`config.mk`:
```
export PLATFORM = sky130hd
export DESIGN_NAME = safe_base_block_monitor
export DESIGN_NICKNAME = d
export VERILOG_FILES = /design/src/hw/safe_bb_pkg.sv /design/src/hw/safe_base_block_monitor.sv /design/src/hw/chan_filter.sv
export SDC_FILE = /design/constraint.sdc
export NUM_CORES = 1
export LEC_CHECK = 0
export ABC_AREA = 0
export BUFFER_PORTS_ARGS = -buffer_cell sky130_fd_sc_hd__clkbuf_2
export CORE_UTILIZATION = 54
export DETAILED_ROUTE_END_ITERATION = 8
export HOLD_SLACK_MARGIN = 0.05
export PLACE_DENSITY = 0.83
export SYNTH_ARGS = -nofsm -noshare
export SYNTH_HDL_FRONTEND = slang
export SYNTH_SLANG_ARGS = --single-unit
```
`constraint.sdc`:
```
create_clock -name i_clk -period 2.86 [get_ports i_clk]
set_input_delay 0.143 -clock i_clk [delete_from_list [all_inputs] [get_ports i_clk]]
set_output_delay 0.143 -clock i_clk [all_outputs]
set_load 0.05 [all_outputs]
```
`src/hw/safe_bb_pkg.sv`:
```
/*
 * Shared constants and carrier types for the safe base-block monitor.
 * Assumes a single 25 MHz control clock; times are converted to cycle counts here.
 */
package safe_bb_pkg;

    // ==========================================================
    // clock and timing
    // ==========================================================
    localparam int unsigned CLK_HZ = 25000000;
    // off pulse width that must be rejected, in microseconds
    localparam int unsigned OFF_REJECT_US = 500;
    localparam int unsigned OFF_REJECT_CYC = (OFF_REJECT_US * (CLK_HZ / 1000000));
    // monitor output must rise within this many microseconds
    localparam int unsigned MON_MAX_US = 8000;
    localparam int unsigned MON_MAX_CYC = (MON_MAX_US * (CLK_HZ / 1000000));
    // channel mismatch tolerance, in milliseconds
    localparam int unsigned MISMATCH_MS = 10000;
    localparam longint unsigned MISMATCH_CYC = (64'(MISMATCH_MS) * 64'(CLK_HZ / 1000));

    // ==========================================================
    // reset values
    // ==========================================================
    localparam logic RST_CH_ON = 1'b0;
    localparam logic RST_BLOCK = 1'b1;

    // ==========================================================
    // stop mode encoding
    // ==========================================================
    localparam logic [3:0] STOP_DB_A = 4'h0;
    localparam logic [3:0] STOP_DB_B = 4'h1;

    typedef enum {
        ST_BLOCK,
        ST_RUN
    } bb_state_t;

    // filtered channel view: 1 means channel is on (current flows)
    typedef struct packed {
        logic ch1_on;
        logic ch2_on;
    } chan_pair_t;

    // outputs toward the drive core
    typedef struct packed {
        logic gate_enable;
        logic dyn_brake;
        logic show_base_block;
    } drive_ctl_t;

endpackage : safe_bb_pkg

```
`src/hw/safe_base_block_monitor.sv`:
```
/*
 * Two-channel hardwired base-block interlock of a servo drive.
 * Assumes active-low safety request pins from an external safety unit,
 * an asynchronous connector-presence pin, and drive-core settings on i_clk.
 */
module safe_base_block_monitor
    import safe_bb_pkg::*;
#(
    parameter int unsigned REJECT_CYC = OFF_REJECT_CYC,
    parameter longint unsigned MISMATCH_LIMIT = MISMATCH_CYC
) (
    input wire logic i_clk,
    input wire logic i_reset,
    input wire logic i_safety_request_ch1_n,
    input wire logic i_safety_request_ch2_n,
    input wire logic i_connector_present,
    input wire logic i_servo_on_req,
    input wire logic i_brake_release_req,
    input wire logic [15:0] i_brake_delay_setting,
    input wire logic [3:0] i_servo_off_stop_mode_setting,
    input wire logic i_fault_alarm_req,
    output logic o_gate_enable,
    output logic o_dyn_brake,
    output logic o_brake_release_out,
    output logic o_fault_alarm_out,
    output logic o_external_monitor_out,
    output logic o_show_base_block,
    output logic o_input_timing_alarm,
    output logic o_hardwired_base_block
);

    initial begin
        if (MISMATCH_LIMIT < 1) begin
            $error("MISMATCH_LIMIT must be at least 1");
        end
        if (MON_MAX_CYC < 2) begin
            $error("monitor deadline too short for pipeline");
        end
        // sync, filter and output stages must fit the deadline
        if (REJECT_CYC + 8 > MON_MAX_CYC) begin
            $error("off filter too slow for monitor deadline");
        end
    end

    localparam int MW = $clog2(MISMATCH_LIMIT + 2);

    chan_pair_t chan;
    logic conn_sync1_ff;
    logic conn_sync2_ff;
    bb_state_t state_ff;
    bb_state_t nxt_state;
    logic block_now;
    logic both_off;
    logic [MW-1:0] mismatch_cnt_ff;
    logic timing_alarm_ff;
    logic gate_ff;
    logic dyn_brake_ff;
    logic brake_ff;
    logic alarm_ff;
    logic monitor_ff;
    logic show_ff;
    logic hbb_ff;

    // ==========================================================
    // channel conditioning
    // ==========================================================
    chan_filter #(
        .REJECT_CYC(REJECT_CYC)
    ) u_ch1 (
        .i_clk(i_clk),
        .i_reset(i_reset),
        .i_raw_on(~i_safety_request_ch1_n),
        .o_on(chan.ch1_on)
    );

    chan_filter #(
        .REJECT_CYC(REJECT_CYC)
    ) u_ch2 (
        .i_clk(i_clk),
        .i_reset(i_reset),
        .i_raw_on(~i_safety_request_ch2_n),
        .o_on(chan.ch2_on)
    );

    always_ff @(posedge i_clk or posedge i_reset) begin
        if (i_reset) begin
            conn_sync1_ff <= 1'b0;
            conn_sync2_ff <= 1'b0;
        end else begin
            conn_sync1_ff <= i_connector_present;
            conn_sync2_ff <= conn_sync1_ff;
        end
    end

    // a missing connector leaves both channels open, forced here as well
    assign block_now = ~chan.ch1_on | ~chan.ch2_on | ~conn_sync2_ff;
    assign both_off = ~chan.ch1_on & ~chan.ch2_on;

    // ==========================================================
    // base-block state
    // ==========================================================
    always_comb begin
        nxt_state = state_ff;
        case (state_ff)
            ST_BLOCK: begin
                // leave only while servo-on is released after both channels return
                if (!block_now && !i_servo_on_req) begin
                    nxt_state = ST_RUN;
                end
            end
            ST_RUN: begin
                if (block_now) begin
                    nxt_state = ST_BLOCK;
                end
            end
            default: begin
                nxt_state = ST_BLOCK;
            end
        endcase
    end

    always_ff @(posedge i_clk or posedge i_reset) begin
        if (i_reset) begin
            state_ff <= ST_BLOCK;
        end else begin
            state_ff <= nxt_state;
        end
    end

    // ==========================================================
    // channel mismatch timer
    // ==========================================================
    always_ff @(posedge i_clk or posedge i_reset) begin
        if (i_reset) begin
            mismatch_cnt_ff <= '0;
            timing_alarm_ff <= 1'b0;
        end else begin
            if (chan.ch1_on == chan.ch2_on) begin
                mismatch_cnt_ff <= '0;
            end else if (mismatch_cnt_ff < MW'(MISMATCH_LIMIT)) begin
                mismatch_cnt_ff <= mismatch_cnt_ff + MW'(1);
            end else begin
                timing_alarm_ff <= 1'b1;
            end
        end
    end

    // ==========================================================
    // drive side outputs
    // ==========================================================
    always_ff @(posedge i_clk or posedge i_reset) begin
        if (i_reset) begin
            gate_ff <= 1'b0;
            dyn_brake_ff <= 1'b0;
            show_ff <= RST_BLOCK;
            hbb_ff <= RST_BLOCK;
        end else begin
            gate_ff <= ~block_now && state_ff == ST_RUN && i_servo_on_req;
            dyn_brake_ff <= block_now && (i_servo_off_stop_mode_setting == STOP_DB_A
                || i_servo_off_stop_mode_setting == STOP_DB_B);
            show_ff <= block_now;
            hbb_ff <= block_now;
        end
    end

    // brake release drops in the same cycle, delay setting not consulted
    always_ff @(posedge i_clk or posedge i_reset) begin
        if (i_reset) begin
            brake_ff <= 1'b0;
        end else begin
            brake_ff <= i_brake_release_req && !block_now;
        end
    end

    always_ff @(posedge i_clk or posedge i_reset) begin
        if (i_reset) begin
            alarm_ff <= 1'b0;
        end else begin
            alarm_ff <= (i_fault_alarm_req || timing_alarm_ff) && !block_now;
        end
    end

    // monitor follows both-off after filter; well inside the deadline
    always_ff @(posedge i_clk or posedge i_reset) begin
        if (i_reset) begin
            monitor_ff <= 1'b0;
        end else begin
            monitor_ff <= both_off;
        end
    end

    assign o_gate_enable = gate_ff;
    assign o_dyn_brake = dyn_brake_ff;
    assign o_brake_release_out = brake_ff;
    assign o_fault_alarm_out = alarm_ff;
    assign o_external_monitor_out = monitor_ff;
    assign o_show_base_block = show_ff;
    assign o_input_timing_alarm = timing_alarm_ff;
    assign o_hardwired_base_block = hbb_ff;

    logic unused_ok;
    assign unused_ok = ^i_brake_delay_setting;

endmodule : safe_base_block_monitor

```
`src/hw/chan_filter.sv`:
```
/*
 * One safety request channel: two-flop synchroniser then off-pulse rejection.
 * Assumes the raw input is asynchronous to i_clk; high means channel on.
 */
module chan_filter
    import safe_bb_pkg::*;
#(
    parameter int unsigned REJECT_CYC = OFF_REJECT_CYC
) (
    input wire logic i_clk,
    input wire logic i_reset,
    input wire logic i_raw_on,
    output logic o_on
);

    initial begin
        if (REJECT_CYC < 1) begin
            $error("REJECT_CYC must be at least 1");
        end
    end

    localparam int CW = $clog2(REJECT_CYC + 2);

    logic sync1_ff;
    logic sync2_ff;
    logic [CW-1:0] off_cnt_ff;
    logic on_ff;

    // ==========================================================
    // synchroniser
    // ==========================================================
    always_ff @(posedge i_clk or posedge i_reset) begin
        if (i_reset) begin
            sync1_ff <= RST_CH_ON;
            sync2_ff <= RST_CH_ON;
        end else begin
            sync1_ff <= i_raw_on;
            sync2_ff <= sync1_ff;
        end
    end

    // ==========================================================
    // off interval must exceed the reject width
    // ==========================================================
    always_ff @(posedge i_clk or posedge i_reset) begin
        if (i_reset) begin
            off_cnt_ff <= '0;
            on_ff <= RST_CH_ON;
        end else if (sync2_ff) begin
            off_cnt_ff <= '0;
            on_ff <= 1'b1;
        end else if (off_cnt_ff <= CW'(REJECT_CYC)) begin
            off_cnt_ff <= off_cnt_ff + CW'(1);
        end else begin
            on_ff <= 1'b0;
        end
    end

    assign o_on = on_ff;

endmodule : chan_filter

```
==> results of run 1 <==
[final timing paths]
kind	to	depth (start not counted)
worst max-delay path	mismatch_cnt_ff[1]	5
worst min-delay path	u_ch2.sync2_ff	0
worst max register to register	mismatch_cnt_ff[1]	5
worst min register to register	u_ch2.sync2_ff	0
max in group asynchronous	o_hardwired_base_block	4
min in group asynchronous	u_ch2.off_cnt_ff[10]	3
[layout make-up]
class / count / area [um^2]
inverters: 16 / 60.06
multi-input cells: 273 / 1667
clock buffers: 9 / 123.9
repair buffers: 34 / 245.2
flip-flops and latches: 72 / 1803
fillers: 495 / 2288
well taps: 77 / 96.34
clock inverters: 7 / 102.6
[where the power goes]
| part | switching [mW] | total, mW | internal, mW |
|---|---|---|---|
| Clock | 0.403 | 0.903 | 0.500 |
| Sequential | 0.0175 | 1.05 | 1.03 |
| Combinational | 0.0521 | 0.0823 | 0.0302 |
[per-stage QoR]
stage               hold WS, ps  worst slack, ps  cell area [um^2]
finish                    352.8            531.8              4098
global route              357.9            253.4              4098
CTS                       353.9            524.2              4098
detailed placement        254.5            535.3              3781
global placement          253.7            583.3              3781
floorplan                 174.4            735.0              3605
[cells in the final DEF (no fill, tap or decap), types with 5 or more instances in the layout]
| cell type | instances |
|---|---|
| sky130_fd_sc_hd__o31ai_1 | 17 |
| sky130_fd_sc_hd__or4_1 | 17 |
| sky130_fd_sc_hd__ha_1 | 7 |
| sky130_fd_sc_hd__dlygate4sd3_1 | 9 |
| sky130_fd_sc_hd__clkbuf_2 | 18 |
| sky130_fd_sc_hd__clkbuf_8 | 9 |
| sky130_fd_sc_hd__o21ai_0 | 20 |
| sky130_fd_sc_hd__mux2i_1 | 9 |
| sky130_fd_sc_hd__a21oi_1 | 36 |
| sky130_fd_sc_hd__or3_1 | 18 |
| sky130_fd_sc_hd__nand2_1 | 29 |
| sky130_fd_sc_hd__nand3_1 | 21 |
| sky130_fd_sc_hd__nor2_1 | 23 |
| sky130_fd_sc_hd__nand4_1 | 13 |
| sky130_fd_sc_hd__dfrtp_1 | 71 |
| sky130_fd_sc_hd__nand2b_1 | 6 |
| sky130_fd_sc_hd__and3_1 | 10 |
| sky130_fd_sc_hd__inv_1 | 14 |
| sky130_fd_sc_hd__nor3_1 | 5 |
| sky130_fd_sc_hd__buf_4 | 6 |
[critical path: stages, from the launching register on]
cell and delay [ps]:
sky130_fd_sc_hd__dfrtp_1 440, sky130_fd_sc_hd__or4b_1 530, sky130_fd_sc_hd__a211oi_1 380, sky130_fd_sc_hd__o21a_1 560
sky130_fd_sc_hd__mux2i_1 250, sky130_fd_sc_hd__nor2_1 50
[cells by family (layout without fill, tap and decap cells)]
group / count (synthesis) / in the layout / share of synthesized area, %
AO/OA/AOI/OAI: 93 / 93 / 15.65
XOR/XNOR: 6 / 6 / 1.458
adder cells (fa/ha/maj): 7 / 7 / 2.430
buffers and inverters: 32 / 66 / 3.748
flip-flops: 72 / 72 / 50.02
multiplexers: 9 / 9 / 2.499
AND/OR/NAND/NOR: 158 / 158 / 24.19
[layer usage]
metal	up-vias	track usage [%]	routed length, um
met3	15	5.440	325
met2	75	36.95	3582
li1	1465	-	-
met1	1444	28.56	3372
met5	-	0	0
met4	0	7.242	94
==> metrics.txt, run 1 <==
# TYPE chip_impl_metric gauge
chip_impl_metric{name="vias_in_the_first_global_route",unit=""} 2837
chip_impl_metric{name="avgSynthCellArea",unit="um^2"} 9.562
chip_impl_metric{name="finish.utilization",unit="%"} 64.17
chip_impl_info{name="startpoint",value="mismatch_cnt_ff[14]"} 1
chip_impl_metric{name="synth.yosys.warnings",unit=""} 0
chip_impl_metric{name="flip_flop_count_of_the_largest_register_all_copies_and_words_added",unit=""} 28
chip_impl_metric{name="synth_seq_cells",unit=""} 72
chip_impl_info{name="setup.worst_path.end_class",value="register"} 1
chip_impl_metric{name="vdd_ir_drop_max",unit="mV"} 0.4678
chip_impl_info{name="tritoncts",value="yes"} 1
chip_impl_metric{name="hold_violations",unit=""} 0
chip_impl_metric{name="power",unit="mW"} 2.035
chip_impl_metric{name="placedCellCount",unit=""} 463
chip_impl_metric{name="fin_tns_setup",unit="ps"} 0
chip_impl_metric{name="route.vias.total",unit=""} 2999
chip_impl_info{name="post_synth_main_area_contributors",value="sky130_fd_sc_hd__dfrtp_1, sky130_fd_sc_hd__a21oi_1, sky130_fd_sc_hd__o31ai_1"} 1
chip_impl_metric{name="synth.yosys.seq_area_share",unit="%"} 50.02
chip_impl_metric{name="max-cap-violations",unit=""} 0
chip_impl_metric{name="cp_data_required_time",unit="ps"} 3080
chip_impl_metric{name="cts_buffers",unit=""} 9
chip_impl_metric{name="cts_hold_buffers",unit=""} 9
chip_impl_metric{name="cts-root-to-sink-buffers",unit=""} 2
chip_impl_metric{name="floorplan.initialDensity",unit="%"} 56.45
chip_impl_metric{name="clock_sinks",unit=""} 72
chip_impl_metric{name="clock_insertion_delay_worst_skew",unit="ps"} 350
chip_impl_info{name="hold_path.startpoint",value="u_ch2.sync1_ff"} 1
chip_impl_metric{name="worst_pin_slew",unit="ps"} 866.2
chip_impl_metric{name="postSynthNetCount",unit=""} 412
chip_impl_metric{name="post_synth_instance_area",unit="um^2"} 3605
chip_impl_metric{name="gr-usage-all-layers",unit="%"} 22.21
chip_impl_metric{name="area_growth",unit="%"} 13.68
chip_impl_metric{name="gpl.final_weighted_congestion",unit=""} 0.8501
chip_impl_metric{name="final_nets",unit=""} 441
chip_impl_info{name="synth_area_leader_cell",value="sky130_fd_sc_hd__dfrtp_1"} 1
chip_impl_metric{name="power_density",unit="nW/um^2"} 496.6
chip_impl_metric{name="antenna_cells_inserted",unit=""} 0
chip_impl_info{name="criticalPathCategory",value="register to register"} 1
chip_impl_metric{name="floorplan.die.width",unit="um"} 83.71
chip_impl_metric{name="final_cell_count_no_fill",unit=""} 488
chip_impl_metric{name="place_hpwl",unit="um"} 4792
chip_impl_info{name="reg_top3",value="mismatch_cnt_ff x28, u_ch1.off_cnt_ff x14, u_ch2.off_cnt_ff x14"} 1
chip_impl_metric{name="total_routed_length",unit="um"} 7376
chip_impl_info{name="grt_setup_unrepaired",value="no"} 1
chip_impl_info{name="outcome",value="finished clean"} 1
chip_impl_info{name="dominantRegCellSynth",value="sky130_fd_sc_hd__dfrtp_1"} 1
chip_impl_metric{name="period_minus_slack",unit="ps"} 2328
chip_impl_metric{name="final_max_slew_violation_count",unit=""} 0
chip_impl_info{name="register_with_the_most_flip_flops",value="mismatch_cnt_ff"} 1
chip_impl_metric{name="die_height",unit="um"} 83.71
chip_impl_metric{name="clkTransAtPathRegs",unit="ps"} 80
chip_impl_info{name="cp-start-kind",value="register"} 1
chip_impl_metric{name="vias_per_cell",unit=""} 6.145
chip_impl_info{name="r2r_start",value="mismatch_cnt_ff[14]"} 1
chip_impl_metric{name="max_freq",unit="GHz"} 0.4295
chip_impl_metric{name="cts_setup_buffers",unit=""} 0
chip_impl_metric{name="grt_max_degree",unit=""} 38
chip_impl_metric{name="core_region_area",unit="um^2"} 6386
chip_impl_metric{name="cts_repair_resize_count",unit=""} 0
chip_impl_metric{name="synth-async-reset-ratio",unit="%"} 100.0
chip_impl_metric{name="number_of_h_tree_levels",unit=""} 3
chip_impl_metric{name="rows",unit=""} 29
chip_impl_info{name="yosys.cell_count.top_type",value="sky130_fd_sc_hd__dfrtp_1"} 1
chip_impl_metric{name="global_route.overflow_total",unit=""} 0
chip_impl_metric{name="post-synth-top-area-fraction",unit="%"} 49.29
chip_impl_metric{name="grt_pass1_wl",unit="um"} 12610
chip_impl_metric{name="total_leakage_power",unit="nW"} 1.681
chip_impl_metric{name="synth.lib_cells_used.distinct",unit=""} 43
chip_impl_info{name="post_synth_most_frequent_cells",value="sky130_fd_sc_hd__dfrtp_1, sky130_fd_sc_hd__a21oi_1, sky130_fd_sc_hd__nand2_1"} 1
chip_impl_metric{name="place.port_buffers",unit=""} 18
chip_impl_metric{name="dr.pass1.iters",unit=""} 4
chip_impl_metric{name="number_of_placed_i_o_pins",unit=""} 36
chip_impl_metric{name="worst-path-max-fanout",unit=""} 17
chip_impl_metric{name="initial_antenna_violation_count",unit=""} 0
chip_impl_metric{name="syn-instance-count",unit=""} 377
chip_impl_metric{name="die_area",unit="um^2"} 7007
chip_impl_metric{name="detail_route.drc_violations",unit=""} 0
chip_impl_metric{name="period_share",unit="%"} 81.41
chip_impl_metric{name="drt-wirelength-per-cell",unit="um"} 15.11
chip_impl_metric{name="layout_cells_sized_above_1",unit="%"} 11.44
chip_impl_metric{name="finalSetupViolCount",unit=""} 0
chip_impl_metric{name="worst_slew_margin_rel",unit="%"} 42.08
chip_impl_metric{name="timing.reg2reg.setup_slack",unit="ps"} 530
chip_impl_metric{name="critical_path_arrival",unit="ps"} 2550
chip_impl_metric{name="clock-skew-final",unit="ps"} 7.152
chip_impl_info{name="min_path_type",value="register to register"} 1
chip_impl_metric{name="detail_route.iter0.violations",unit=""} 164
chip_impl_info{name="cts_root_buffer",value="sky130_fd_sc_hd__clkbuf_8"} 1
chip_impl_metric{name="drt.antenna.violating_nets",unit=""} 0
chip_impl_metric{name="synth-edff-count",unit=""} 0
(Power assumes the default switching activity.)
==> run 2: changes to the inputs <==
Clock period 2.86 ns to 2.2 ns, I/O delays scaled along.
==> run 2 against run 1 <==
Effect of this change: via count rose by 1.8%; clock power rose by 41%; cell count rose by 2.9%; sequential power rose by 30%; utilization rose by 3.1 points; worst hold slack got worse by 56 ps; critical path type unchanged; critical endpoint is now mismatch_cnt_ff[10]; largest cell class unchanged.
==> metrics.txt, run 2 (synthesis gave the netlist of run 1 again) <==
# TYPE chip_impl_metric gauge
chip_impl_metric{name="area_taken_by_flip_flops_and_latches",unit="um^2"} 1809
chip_impl_metric{name="vdd_ir_drop_max",unit="mV"} 0.5220
chip_impl_metric{name="die_area",unit="um^2"} 7007
chip_impl_info{name="most-common-layout-cells",value="sky130_fd_sc_hd__dfrtp_1, sky130_fd_sc_hd__a21oi_1, sky130_fd_sc_hd__nand2_1, sky130_fd_sc_hd__nor2_1, sky130_fd_sc_hd__nand3_1"} 1
chip_impl_metric{name="clock_insertion_delay_worst_skew",unit="ps"} 360
chip_impl_metric{name="globalRouteMet3Util",unit="%"} 6.231
chip_impl_info{name="register_with_the_most_flip_flops",value="mismatch_cnt_ff"} 1
chip_impl_metric{name="gr-usage-all-layers",unit="%"} 24.40
chip_impl_metric{name="cts-root-to-sink-buffers",unit=""} 2
chip_impl_metric{name="vias_per_cell",unit=""} 6.084
chip_impl_metric{name="period_minus_slack",unit="ps"} 2116
chip_impl_metric{name="detail_route.iter0.violations",unit=""} 148
chip_impl_metric{name="detail_route.drc_violations",unit=""} 0
chip_impl_metric{name="number_of_h_tree_levels",unit=""} 3
chip_impl_metric{name="core_region_area",unit="um^2"} 6386
chip_impl_metric{name="vias_in_the_first_global_route",unit=""} 3074
chip_impl_metric{name="rows",unit=""} 29
chip_impl_metric{name="clockPowerShare",unit="%"} 46.2
chip_impl_metric{name="max-cap-violations",unit=""} 0
chip_impl_metric{name="worst-path-max-fanout",unit=""} 15
chip_impl_info{name="min_path_type",value="input pin to asynchronous set/reset pin"} 1
chip_impl_metric{name="worst_pin_slew",unit="ps"} 562.9
chip_impl_metric{name="final_cell_count_no_fill",unit=""} 502
chip_impl_metric{name="worst_slew_margin_rel",unit="%"} 62.24
chip_impl_info{name="cp-start-kind",value="register"} 1
chip_impl_metric{name="clock_sinks",unit=""} 72
chip_impl_metric{name="net-switching-power",unit="uW"} 606.9
chip_impl_info{name="setup.worst_path.end_class",value="register"} 1
chip_impl_metric{name="cp_data_required_time",unit="ps"} 2460
chip_impl_info{name="layout.cells.most_common",value="sky130_fd_sc_hd__dfrtp_1"} 1
chip_impl_metric{name="placedCellCount",unit=""} 476
chip_impl_metric{name="antenna_cells_inserted",unit=""} 0
chip_impl_metric{name="total_leakage_power",unit="nW"} 1.776
chip_impl_metric{name="grt_max_degree",unit=""} 52
chip_impl_metric{name="place.port_buffers",unit=""} 18
chip_impl_metric{name="cts_buffers",unit=""} 9
chip_impl_metric{name="number_of_placed_i_o_pins",unit=""} 36
chip_impl_info{name="globalRoute.busiestLayer",value="met2"} 1
chip_impl_info{name="criticalPathCategory",value="register to register"} 1
chip_impl_info{name="cts_root_buffer",value="sky130_fd_sc_hd__clkbuf_8"} 1
chip_impl_info{name="reg_top3",value="mismatch_cnt_ff x28, u_ch1.off_cnt_ff x14, u_ch2.off_cnt_ff x14"} 1
chip_impl_metric{name="flip_flop_count_of_the_largest_register_all_copies_and_words_added",unit=""} 28
chip_impl_metric{name="fillers",unit=""} 484
chip_impl_metric{name="hold_violations",unit=""} 0
chip_impl_metric{name="max_freq",unit="GHz"} 0.4725
chip_impl_metric{name="power_density",unit="nW/um^2"} 638.9
chip_impl_metric{name="grt_pass1_wl",unit="um"} 13710
chip_impl_metric{name="layout_cells_sized_above_1",unit="%"} 17.41
chip_impl_metric{name="clkTransAtPathRegs",unit="ps"} 80
chip_impl_metric{name="drt.antenna.violating_nets",unit=""} 0
chip_impl_metric{name="p_sw_share",unit="%"} 22.12
chip_impl_metric{name="die_height",unit="um"} 83.71
chip_impl_metric{name="floorplan.die.width",unit="um"} 83.71
chip_impl_metric{name="grt_util_met1",unit="%"} 29.16
chip_impl_info{name="outcome",value="finished clean"} 1
chip_impl_metric{name="floorplan.initialDensity",unit="%"} 56.45
chip_impl_metric{name="multi_input_area",unit="um^2"} 1722
chip_impl_metric{name="place_hpwl",unit="um"} 5152
chip_impl_metric{name="period_share",unit="%"} 96.20
chip_impl_info{name="grt_setup_unrepaired",value="yes"} 1
chip_impl_metric{name="comb_power_share",unit="%"} 4.1
chip_impl_metric{name="final_nets",unit=""} 455
chip_impl_metric{name="seq_power_share",unit="%"} 49.7
chip_impl_metric{name="global_route.overflow_total",unit=""} 0
chip_impl_metric{name="initial_antenna_violation_count",unit=""} 0
chip_impl_metric{name="final_max_slew_violation_count",unit=""} 0
chip_impl_metric{name="route.vias.total",unit=""} 3054
chip_impl_metric{name="clock-skew-final",unit="ps"} 8.901
chip_impl_info{name="tritoncts",value="yes"} 1
chip_impl_metric{name="dr.pass1.iters",unit=""} 4
chip_impl_metric{name="gpl.final_weighted_congestion",unit=""} 0.8719
chip_impl_metric{name="gr-usage-met2",unit="%"} 42.57
chip_impl_metric{name="critical_path_arrival",unit="ps"} 2380
chip_impl_metric{name="total_routed_length",unit="um"} 7830
chip_impl_metric{name="power",unit="mW"} 2.744
chip_impl_metric{name="cellInternalPower",unit="mW"} 2.137
chip_impl_metric{name="finalSetupViolCount",unit=""} 0
chip_impl_metric{name="drt-wirelength-per-cell",unit="um"} 15.60
chip_impl_metric{name="area_growth",unit="%"} 19.16
run 2: cell types whose count changed in the layout (fill, tap and decap cells not counted), sizes merged:
cell      change
buf          +14
bufinv        +1
clkinv        +1
clkinvlp      -1
inv           -1
run 2: final timing paths:
path	startpoint	end	slack, ps	cells past startpoint
max in group asynchronous	i_reset	mismatch_cnt_ff[17]	1260	4
hold reg to reg	u_ch2.sync1_ff	u_ch2.sync2_ff	350	0
min in group i_clk	u_ch2.sync1_ff	u_ch2.sync2_ff	350	0
setup / recovery	mismatch_cnt_ff[16]	mismatch_cnt_ff[10]	80	7
hold / removal	i_reset	conn_sync2_ff	300	3
setup reg to reg	mismatch_cnt_ff[16]	mismatch_cnt_ff[10]	80	7
run 2: timing repair:
action | CTS | global route
setup buffers | 0 | 1
gates resized for setup | 2 | 15
setup endpoints to repair | 3 | 25
hold endpoints to repair | 28 | 0
hold buffers | 9 | 0
pin swaps | 0 | 1
run 2: power groups by stage:
stage               clock network (mW)  logic (mW)  registers (mW)
floorplan                            0      0.0589            1.39
global placement                     0      0.0983            1.39
detailed placement                   0       0.101            1.39
CTS                               1.28       0.114            1.36
global route                      1.33       0.125            1.37
finish                            1.27       0.112            1.36
run 2: worst max-delay path, stage by stage, from the launching register on:
cell and delay [ps]:
sky130_fd_sc_hd__dfrtp_1 420, sky130_fd_sc_hd__or4b_4 540, sky130_fd_sc_hd__a211oi_4 270, sky130_fd_sc_hd__buf_4 160, sky130_fd_sc_hd__o31a_1 150, sky130_fd_sc_hd__buf_4 190, sky130_fd_sc_hd__o21ai_0 130, sky130_fd_sc_hd__a21oi_1 150
run 2: cell type report:
type | instances | share of cell area [%]
Clock buffer | 9 | 2.884
Clock inverter | 7 | 2.738
Inverter | 16 | 1.398
Multi-Input combinational cell | 273 | 40.08
Sequential cell | 72 | 42.12
Tap cell | 77 | 2.243
Timing Repair Buffer | 48 | 8.535
run 2: through the flow:
step / cell area, um^2 / setup WS [ps] / TNS [ps] / hold WS (ps) / util, %
global placement: 3891 / -12.07 / -12.07 / 136.4 / 60.93
detailed placement: 3891 / -105.9 / -106.3 / 141.2 / 60.93
floorplan: 3605 / 75.00 / 0 / 141.4 / -
global route: 4295 / -17.95 / -28.88 / 350.4 / 67.26
CTS: 4235 / -31.01 / -56.90 / 305.5 / 66.32
finish: 4295 / 83.65 / 0 / 296.8 / 67.26
run 2: routing by layer:
layer	up-vias	part of all wire [%]
li1	1486	-
met1	1492	44
met2	62	50
met3	14	4.0
met4	0	1.7
met5	-	0
